**src/design/cirbd_defines.svh**
```systemverilog
// Constants for the infrared baud divisor, demodulation window and
// transmit level block. Assumes a classic Wishbone slave, 8-bit data.
`ifndef CIRBD_DEFINES_SVH
`define CIRBD_DEFINES_SVH
`define CIRBD_OFF_CTRL      3'h4
`define CIRBD_OFF_LOW       3'h5
`define CIRBD_OFF_HIGH      3'h6
`define CIRBD_OFF_BANK      3'h7
`define CIRBD_CFQ_MSB       7
`define CIRBD_CFQ_LSB       3
`define CIRBD_CFQ_RESET     5'h0b
`define CIRBD_CTRL_LOW_RST  3'h4
`define CIRBD_DIV_RESET     8'h00
`define CIRBD_BANK_RESET    8'h04
`define CIRBD_BANK_BIT      0
`define CIRBD_HIGH_CARRIER_SELECT_BIT      1
`define CIRBD_RANGE_LSB     2
`define CIRBD_RANGE_MSB     4
`define CIRBD_COUNT_W       6
`endif

```
**src/design/cirbd_pkg.sv**
```systemverilog
// Types for the infrared baud and demodulation block.
// Assumes cirbd_defines.svh is included by the design file.
package cirbd_pkg;
   typedef logic [4:0] cirbd_code_type;
   typedef logic [2:0] cirbd_range_type;
   // Window bounds in units of 1/16 kHz for fixed-point compare
   typedef logic [15:0] cirbd_khz_type;
endpackage

```
**src/design/cirbd_top.sv**
```systemverilog
// Baud divisor, demodulation acceptance window and transmit level status.
// Assumes a classic Wishbone slave, byte data on the low lane.
//
// Design decision made here: the Wishbone interface to the registers.
`include "cirbd_defines.svh"
module cirbd_top (
   // Clock and control
   input  wire logic        clk_i,
   input  wire logic        rst_i,
   input  wire logic        ce_i,
   // Wishbone slave
   input  wire logic        cyc_i,
   input  wire logic        stb_i,
   input  wire logic        we_i,
   input  wire logic [2:0]  adr_i,
   input  wire logic [0:0]  sel_i,
   input  wire logic [7:0]  dat_i,
   output logic      [7:0]  dat_o,
   output logic             ack_o,
   // Transmit FIFO level from the data path
   input  wire logic [5:0]  tx_fifo_byte_count_i,
   // Measured carrier frequency, 1/16 kHz units, with strobe
   input  wire logic [15:0] carrier_khz16_i,
   input  wire logic        carrier_valid_i,
   // Results
   output logic             carrier_accept_o,
   output logic             baud_tick_o
);
   logic [7:0]  ctrl, next_ctrl;
   logic [7:0]  div_low, next_div_low;
   logic [7:0]  div_high, next_div_high;
   logic [7:0]  bank, next_bank;
   logic [7:0]  next_dat;
   logic        next_ack;
   logic [15:0] baud_cnt, next_baud_cnt;
   logic        next_tick;
   logic        next_accept;
   logic        bank_select_bit;
   logic        high_carrier_select;
   cirbd_pkg::cirbd_code_type  carrier_freq_code;
   cirbd_pkg::cirbd_range_type demod_range_code;
   cirbd_pkg::cirbd_khz_type   win_min, win_max, nominal;
   logic        wr;

   assign bank_select_bit     = bank[`CIRBD_BANK_BIT];
   assign high_carrier_select = bank[`CIRBD_HIGH_CARRIER_SELECT_BIT];
   assign demod_range_code    = bank[`CIRBD_RANGE_MSB:`CIRBD_RANGE_LSB];
   assign carrier_freq_code   = ctrl[`CIRBD_CFQ_MSB:`CIRBD_CFQ_LSB];
   assign wr = cyc_i & stb_i & we_i & sel_i[0] & ~ack_o;

   // Nominal carrier, 1/16 kHz units
   function automatic cirbd_pkg::cirbd_khz_type nom_f(
      input cirbd_pkg::cirbd_code_type c, input logic hi);
      if (hi) begin
         case (c)
            5'h03:   nom_f = 16'(400 * 16);
            5'h08:   nom_f = 16'(450 * 16);
            5'h0d:   nom_f = 16'(500 * 16);
            default: nom_f = 16'(480 * 16);
         endcase
      end else begin
         nom_f = 16'((27 + 32'(c)) * 16);
      end
   endfunction

   // Half-width is nominal times range/16 (range 1 gives 30..34 at 32k)
   function automatic cirbd_pkg::cirbd_khz_type half_f(
      input cirbd_pkg::cirbd_khz_type n, input cirbd_pkg::cirbd_range_type r);
      logic [19:0] p;
      p = 20'(n) * 20'(r);
      half_f = p[19:4];
   endfunction

   always_comb begin
      nominal = nom_f(carrier_freq_code, high_carrier_select);
      win_min = nominal - half_f(nominal, demod_range_code);
      win_max = nominal + half_f(nominal, demod_range_code);
   end

   // Register file: a write lands at the edge that takes the request
   always_comb begin
      next_ctrl = ctrl;
      next_div_low = div_low;
      next_div_high = div_high;
      next_bank = bank;
      if (wr) begin
         case (adr_i)
            `CIRBD_OFF_CTRL: next_ctrl = dat_i;
            `CIRBD_OFF_LOW: begin
               // Status side is read-only, so a write there is dropped
               if (bank_select_bit) begin
                  next_div_low = dat_i;
               end
            end
            `CIRBD_OFF_HIGH: begin
               if (bank_select_bit) begin
                  next_div_high = dat_i;
               end
            end
            `CIRBD_OFF_BANK: next_bank = dat_i;
            default: ;
         endcase
      end
   end

   // Read path: data is registered and stands with the acknowledge
   always_comb begin
      next_ack = cyc_i & stb_i & ~ack_o;
      next_dat = 8'h00;
      case (adr_i)
         `CIRBD_OFF_CTRL: next_dat = ctrl;
         `CIRBD_OFF_LOW:  next_dat = bank_select_bit ? div_low :
                             {2'b00, tx_fifo_byte_count_i};
         `CIRBD_OFF_HIGH: next_dat = bank_select_bit ? div_high : 8'h00;
         `CIRBD_OFF_BANK: next_dat = bank;
         default: next_dat = 8'h00;
      endcase
   end

   // Divisor zero stalls the baud clock rather than dividing by zero
   always_comb begin
      next_tick = 1'b0;
      next_baud_cnt = baud_cnt;
      if ({div_high, div_low} != 16'h0000) begin
         if (baud_cnt + 16'h0001 >= {div_high, div_low}) begin
            next_baud_cnt = 16'h0000;
            next_tick = 1'b1;
         end else begin
            next_baud_cnt = baud_cnt + 16'h0001;
         end
      end else begin
         next_baud_cnt = 16'h0000;
      end
   end

   // Verdict only moves on a strobe, so software sees a steady answer
   always_comb begin
      next_accept = carrier_accept_o;
      if (carrier_valid_i) begin
         next_accept = (demod_range_code != 3'h0) &&
                       (carrier_khz16_i >= win_min) &&
                       (carrier_khz16_i <= win_max);
      end
   end

   always_ff @(posedge clk_i) begin
      if (rst_i) begin
         ctrl <= {`CIRBD_CFQ_RESET, `CIRBD_CTRL_LOW_RST};
         div_low <= `CIRBD_DIV_RESET;
         div_high <= `CIRBD_DIV_RESET;
         bank <= `CIRBD_BANK_RESET;
         dat_o <= 8'h00;
         ack_o <= 1'b0;
         baud_cnt <= 16'h0000;
         baud_tick_o <= 1'b0;
         carrier_accept_o <= 1'b0;
      end else if (ce_i) begin
         ctrl <= next_ctrl;
         div_low <= next_div_low;
         div_high <= next_div_high;
         bank <= next_bank;
         dat_o <= next_dat;
         ack_o <= next_ack;
         baud_cnt <= next_baud_cnt;
         baud_tick_o <= next_tick;
         carrier_accept_o <= next_accept;
      end
   end
endmodule

```
**config.mk**
```make
export PLATFORM = sky130hd
export DESIGN_NAME = cirbd_top
export DESIGN_NICKNAME = d
export VERILOG_FILES = /design/src/design/cirbd_pkg.sv /design/src/design/cirbd_top.sv
export VERILOG_INCLUDE_DIRS = /design/src /design/src/design
export SDC_FILE = /design/constraint.sdc
export NUM_CORES = 1
export LEC_CHECK = 0
export BUFFER_PORTS_ARGS = -buffer_cell sky130_fd_sc_hd__buf_4
export CAP_MARGIN = 5
export CORE_UTILIZATION = 30
export DETAILED_ROUTE_END_ITERATION = 8
export PLACE_DENSITY_LB_ADDON = 0.05
export REMOVE_ABC_BUFFERS = 1
export SYNTH_ARGS = -nofsm -noshare
export SYNTH_HDL_FRONTEND = slang
export SYNTH_SLANG_ARGS = --single-unit
```
**constraint.sdc**
```tcl
create_clock -name clk_i -period 5.5 [get_ports clk_i]
set_clock_uncertainty 0.1 [all_clocks]
set_input_delay 0.275 -clock clk_i [delete_from_list [all_inputs] [get_ports clk_i]]
set_output_delay 0.275 -clock clk_i [all_outputs]
set_load 0.005 [all_outputs]
```
==> metrics, run 1 <==
run status=finished clean; total gr overflow=0; number of fillers in the final layout=between 1500 and 2000; dominant synthesized flop cell=dfxtp_1; layout cells sized above 1=a little over a quarter; Worst Max-Slew Pin Slew=~1.2 ns; Initial Util=31.1%; Min-Delay Path Class=in -> reg; CTS buffer count=9; largest area contributor in the netlist=dfxtp_1; Buffers on Ports=between 50 and 60; CTS root buf=clkbuf_16; CTS tree=built; Slew Viols, Final=0; Cell Rows=48; CP Data Required Time=between 5 and 6 ns; area of the multi-input gates=approximately 4200 um2; Clock transition at path regs=0.06 ns; max incr delay on CP=roughly 0.58 ns; Post-Syn Instances=roughly 680; diode count=0; clock sink count=just under 60; DRC violation count after routing=0; DP Wirelength=about 12000 um; Critical Path AT=5.58 ns; critical path class=reg -> reg; post-synth top area share=a little over a fifth; Critical Path End Type=flip-flop; Worst VDD drop=roughly 0.14 mV; first-pass GRT wire length=between 20000 and 30000 um; power per cell area=about 160 nW/um2; io pins=52; Startpoint Class=flip-flop; reg-to-reg critical path endpoint=carrier_accept_o; crit path max fanout=5; R2R Path Start=ctrl[4]; DR iter-0 viols=182; All-Layer GR Usage=~17%; vias per inst=between 4 and 5; Worst path top cell family by delay=compound AO/OA/AOI/OAI gates; Vias=slightly above 5000; FFs w/ async S/R, synth=0%; Unique masters post-synth=between 60 and 70; Worst-Skew Late Latency=between 0.3 and 0.4 ns; number of max-cap violations=0; area of the die=18700 um2; yosys warns=0; Total Wirelength=around 16000 um; Min-Delay Endpoint=ctrl[2]; Core Util, Final=41.2%; worst rel slew slack=between 10% and 20%; Post-layout nets=between 900 and 1000; Post-Syn Area per Cell=between 8 and 9 um2; pin count of the biggest net entering global routing=47; routability cong.=0.914; Worst path most repeated cell=ha_1; Tcrit/Tclk final=99.6%; worst path bufs/invs=4; top cells by area, synth=dfxtp_1, ha_1, mux2i_1; Syn Std Cell Area=5450 um2; Post-synth EDFFs=0; Routed Antenna Nets=0; Hold Crit Start=dat_i[2]; R2R cell count=25; initial antenna violation count=0; drt wl/cell=15.4 um; fmax=approximately 180 MHz; reg-to-reg setup timing slack=about 0.024 ns; Reg area=roughly 1200 um2; register area share after synthesis=21.7%; Die Y=137 um; min Tclk post-route=around 5.5 ns; Hold Path Cell Cnt=2; CORE AREA=~18000 um2; P&R area growth vs syn=32.7%; Max clock buf depth=2; critical path's slowest cell=fa_1; leakage power=about 0.0033 uW; Yosys reg bits=59; vias in the first global route=roughly 5100; CTS HTree Levels=3; overall power=about 1100 uW; Hold Fails Final Rpt=0; setup repair after global routing missed its margin=true; total iterations of the first detailed-routing run=5; endpoints failing setup=0; Die X=roughly 140 um
flip-flops by register name (all words and copies together) (netlist names):
signal            flops
ack_o                 1
bank                  8
baud_cnt             16
baud_tick_o           1
carrier_accept_o      1
ctrl                  8
dat_o                 8
div_high              8
div_low               8
cells in the final DEF (no fill, tap or decap), drive strengths merged, types with 24 or more instances in the layout:
cell type,n
a21oi,42
buf,131
dfxtp,59
ha,79
inv,64
mux2i,30
nand2,61
nor2,67
o21ai,24
xnor2,26
synthesized netlist by cell type, drive strengths merged, types with 9 or more instances:
library cell / instances
ha: 79
nand2b: 19
xnor2: 26
a21o: 12
fa: 9
xor2: 10
dfxtp: 59
nor2: 67
a21oi: 42
mux2i: 30
nand2: 61
clkbuf: 18
inv: 64
o21ai: 24
nor3: 10
and2: 10
nand4: 9
nor2b: 15
per-stage QoR:
| stage | cells | setup TNS (ns) | instance area (um2) | hold WS [ns] | worst slack (ns) |
|---|---|---|---|---|---|
| 6_report | 1024 | 0 | 7230 | 0.102 | 0.0239 |
| 5_1_grt | 1024 | -0.260 | 7230 | 0.103 | -0.260 |
| 4_1_cts | 1015 | 0 | 6950 | 0.0997 | 0.00303 |
| 3_5_place_dp | 991 | -0.446 | 6490 | 0.357 | -0.446 |
| 3_3_place_gp | 991 | -0.323 | 6490 | 0.357 | -0.323 |
| 2_1_floorplan | 652 | -0.0215 | 5350 | 0.244 | -0.0215 |
logic make-up (layout without fill, tap and decap cells):
logic type,after synthesis,count (layout),synth area share [%]
flops,59,59,21.7
mux,30,30,5.51
buf+inv,89,212,6.31
xor+xnor,36,36,5.78
simple gates,221,221,19.4
fa+ha+maj,88,88,21.4
compound gates,153,153,19.9
metal layers:
layer,global-route usage (%),share of wire (%),vias to the layer above
met5,0,0,-
met4,5.80,1.5,0
met3,2.56,3.6,17
met2,30.4,48,91
met1,21.8,47,2375
li1,-,-,2609
final cells by class:
class	count	share of cell area, %
repair buffers	131	13.6
inverters	65	3.55
clock buffers	10	3.30
multi-input cells	528	58.3
flip-flops and latches	59	16.4
clock inverters	6	0.882
well taps	225	3.89
power breakdown:
group	internal (uW)	leakage (uW)	switching (uW)
logic	54.2	0.00263	59.9
registers	429	0.000476	1.70
clock network	363	0.000145	220
total	846	0.00326	281
timing repair:
item                                    CTS  global route
gates resized for setup                  23            47
setup buffers                             8             9
hold buffers                              0             0
endpoints found under the setup margin    1             1
pin swaps                                17            29
worst max-delay path by stage:
stage	depth (start not counted)	start	to	slack, ns
floorplan	23	bank[1]	carrier_accept_o	-0.02
global placement	26	ctrl[4]	carrier_accept_o	-0.32
detailed placement	26	ctrl[4]	carrier_accept_o	-0.45
CTS	26	ctrl[4]	carrier_accept_o	0.003
global route	28	ctrl[7]	carrier_accept_o	-0.26
finish	25	ctrl[4]	carrier_accept_o	0.02
Note: power is estimated with default switching activity, not from simulation.
==> inputs of run 2 (changes only) <==
--- a/config.mk
+++ b/config.mk
@@ -7,7 +7,8 @@
 export NUM_CORES = 1
 export LEC_CHECK = 0
 export BUFFER_PORTS_ARGS = -buffer_cell sky130_fd_sc_hd__buf_4
-export CAP_MARGIN = 5
+export CAP_MARGIN = 20
+export CORE_ASPECT_RATIO = 0.9
 export CORE_UTILIZATION = 30
 export DETAILED_ROUTE_END_ITERATION = 8
 export PLACE_DENSITY_LB_ADDON = 0.05
==> constraint.sdc (replaced) <==
create_clock -name clk_i -period 5.5 [get_ports clk_i]
set_clock_uncertainty 0.1 [all_clocks]
set_input_delay 0.825 -clock clk_i [delete_from_list [all_inputs] [get_ports clk_i]]
set_output_delay 0.825 -clock clk_i [all_outputs]
set_load 0.005 [all_outputs]
==> run 2 against run 1 <==
Combinational power about the same. Core utilization up 0.44 points. Clock power is 4.3% lower. Cell count rose by 1.3%. Critical path depth rose by 2. Sequential power about the same. Register-to-register slack is essentially flat. Sequential share of layout area is 0.30 points lower. Count of clock-buffer cells in the layout decreased by 1. Sequential cell count stayed put. Die area hardly changed. First-iteration DRC count grew 57%.
==> metrics, run 2 (synthesized netlist as in run 1, its figures left out) <==
Worst VDD drop=0.173 mV (was 0.140 mV); Worst Max-Slew Pin Slew=0.624 ns (was 1.24 ns); CTS root buf=clkbuf_16 (unchanged); Total Wirelength=15600 um (was 15700 um); Critical Path Start=ctrl[3] (was ctrl[4]); vias per inst=4.87 (was 4.97); first-pass GRT wire length=25700 um (was 25100 um); layout cells sized above 1=28.5% (was 26.2%); Cell Rows=46 (was 48); routability cong.=0.894 (was 0.914); Hold Path Cell Cnt=2 (unchanged); reg-to-reg critical path endpoint=carrier_accept_o (unchanged); reg-to-reg setup timing slack=0.02 ns (about the same); total gr overflow=0 (unchanged); clock sink count=59 (unchanged); number of max-cap violations=0 (unchanged); R2R cell count=27 (was 25); diode count=0 (unchanged); P&R area growth vs syn=35.6% (was 32.7%); critical path class=reg -> reg (unchanged); CP Data Required Time=5.65 ns (was 5.60 ns); sequential power share=39.1% (was 38.2%); PnR worst setup slack=0.0186 ns (was 0.0239 ns); pin count of the biggest net entering global routing=47 (unchanged); area of the die=18700 um2 (about the same); leakage power=0.00328 uW (was 0.00326 uW); Worst-Skew Late Latency=0.33 ns (about the same); WL met1=8150 um (was 7370 um); wire length on met2=6950 um (was 7550 um); Critical Path AT=5.63 ns (was 5.58 ns); total iterations of the first detailed-routing run=5 (unchanged); Post-layout nets=922 (was 923); DRC violation count after routing=0 (unchanged); Slew Viols, Final=0 (unchanged); critical path's slowest cell=fa_1 (unchanged); Hold Crit Start=dat_o[4] (was dat_i[2]); Vias=5055 (was 5092); crit path max fanout=6 (was 5); setup repair after global routing missed its margin=true (unchanged); Startpoint Class=flip-flop (unchanged); worst rel slew slack=58.2% (was 17.2%); vias in the first global route=5076 (was 5057); io pins=52 (unchanged); CTS tree=built (unchanged); power share of the clock group=50.6% (was 51.7%); Critical Path End Type=flip-flop (unchanged); Die X=144 um (was 137 um); Sw Share=24.5% (was 24.9%); Hold-fix buffers, CTS=0 (unchanged); met3 WL=416 um (was 565 um); max FFs per register=16 (unchanged); Die Y=130 um (was 137 um); uppermost layer routed=met4 (unchanged); commonest non-fill, non-tap cell in the layout=buf_4 (unchanged); max incr delay on CP=0.53 ns (was 0.58 ns); Place WS=-0.270 ns (was -0.446 ns); Int Pwr=832 uW (was 846 uW); CTS HTree Levels=3 (unchanged); R2R Path Start=ctrl[3] (was ctrl[4]); All-Layer GR Usage=17.5% (was 17.4%); final hold slack=0.375 ns (was 0.102 ns); DR iter-0 viols=285 (was 182); endpoints failing setup=0 (unchanged); CORE AREA=17700 um2 (was 17500 um2); fmax=182 MHz (was 183 MHz); Comb pwr share=10.3% (was 10.1%); Routed Antenna Nets=0 (unchanged); Buffers on Ports=51 (unchanged); number of fillers in the final layout=1855 (was 1807); CTS buffer count=9 (unchanged); Reg with most FFs=baud_cnt (unchanged); drt wl/cell=15.1 um (was 15.4 um); Initial Util=30.8% (was 31.1%); Clock transition at path regs=0.06 ns (about the same); min Tclk post-route=5.48 ns (about the same); Min-Delay Endpoint=dat_o[4] (was ctrl[2]); run status=finished clean (unchanged); Net Sw Power=270 uW (was 281 uW); DP Wirelength=12300 um (was 12200 um); initial antenna violation count=0 (unchanged); Min-Delay Path Class=reg -> reg (was in -> reg); power per cell area=149 nW/um2 (was 156 nW/um2); Tcrit/Tclk final=99.7% (was 99.6%); Max clock buf depth=2 (unchanged); Worst path most repeated cell=ha_4 (was ha_1); Hold Fails Final Rpt=0 (unchanged); commonest non-fill, non-tap cells in the layout=buf_4, ha_1, nor2_1, nand2_1, inv_1 (unchanged)
## run 2: worst max path at each step
stage,to,slack (ns),cells after the start
3_3_place_gp,carrier_accept_o,-0.23,25
6_report,carrier_accept_o,0.02,27
4_1_cts,carrier_accept_o,0.001,29
3_5_place_dp,carrier_accept_o,-0.27,26
2_1_floorplan,carrier_accept_o,-0.02,23
5_1_grt,carrier_accept_o,-0.22,29
## run 2: power by group through the flow
| stage | combinational [uW] | sequential (uW) | clock (uW) |
|---|---|---|---|
| floorplan | 45.8 | 441 | 0 |
| global placement | 106 | 441 | 0 |
| detailed placement | 107 | 441 | 0 |
| CTS | 111 | 431 | 574 |
| global route | 125 | 431 | 588 |
| finish | 113 | 431 | 558 |
## run 2: repair_timing
| action | CTS | global route |
|---|---|---|
| resized for setup | 47 | 54 |
| pin swaps | 29 | 38 |
| buffers inserted | 12 | 7 |
| endpoints found under the setup margin | 1 | 1 |
## run 2: metal layers
layer  vias to the layer above  track usage (%)
met2                        70             28.2
met4                         0             2.82
met3                        10             2.68
met5                         -                0
met1                      2368             24.9
li1                       2607                -
## run 2: layout make-up
cell class	count	area, um2	area share (%)
Sequential cell	59	1190	16.1
Inverter	65	256	3.47
Clock buffer	9	225	3.05
Timing Repair Buffer	130	998	13.5
Clock inverter	6	67.6	0.914
Tap cell	240	300	4.06
Multi-Input combinational cell	528	4350	58.9
## run 2: critical path, delay by kind of cell (launching register included)
kind	cells	cell delay (ns)
buf+inv	5	0.47
fa+ha+maj	5	1.48
flops	1	0.37
compound gates	10	1.68
xor+xnor	3	0.41
simple gates	4	0.90
## run 2: per-stage QoR
| step | power [uW] | cell area (um2) | TNS [ns] | std cells | util [%] |
|---|---|---|---|---|---|
| 2_1_floorplan | 487 | 5350 | -0.0215 | 652 | - |
| 4_1_cts | 1120 | 7050 | 0 | 1030 | 39.8 |
| 6_report | 1100 | 7390 | 0 | 1037 | 41.7 |
| 3_5_place_dp | 548 | 6490 | -0.270 | 1003 | 36.6 |
| 5_1_grt | 1140 | 7390 | -0.216 | 1037 | 41.7 |
| 3_3_place_gp | 547 | 6480 | -0.231 | 1002 | 36.5 |
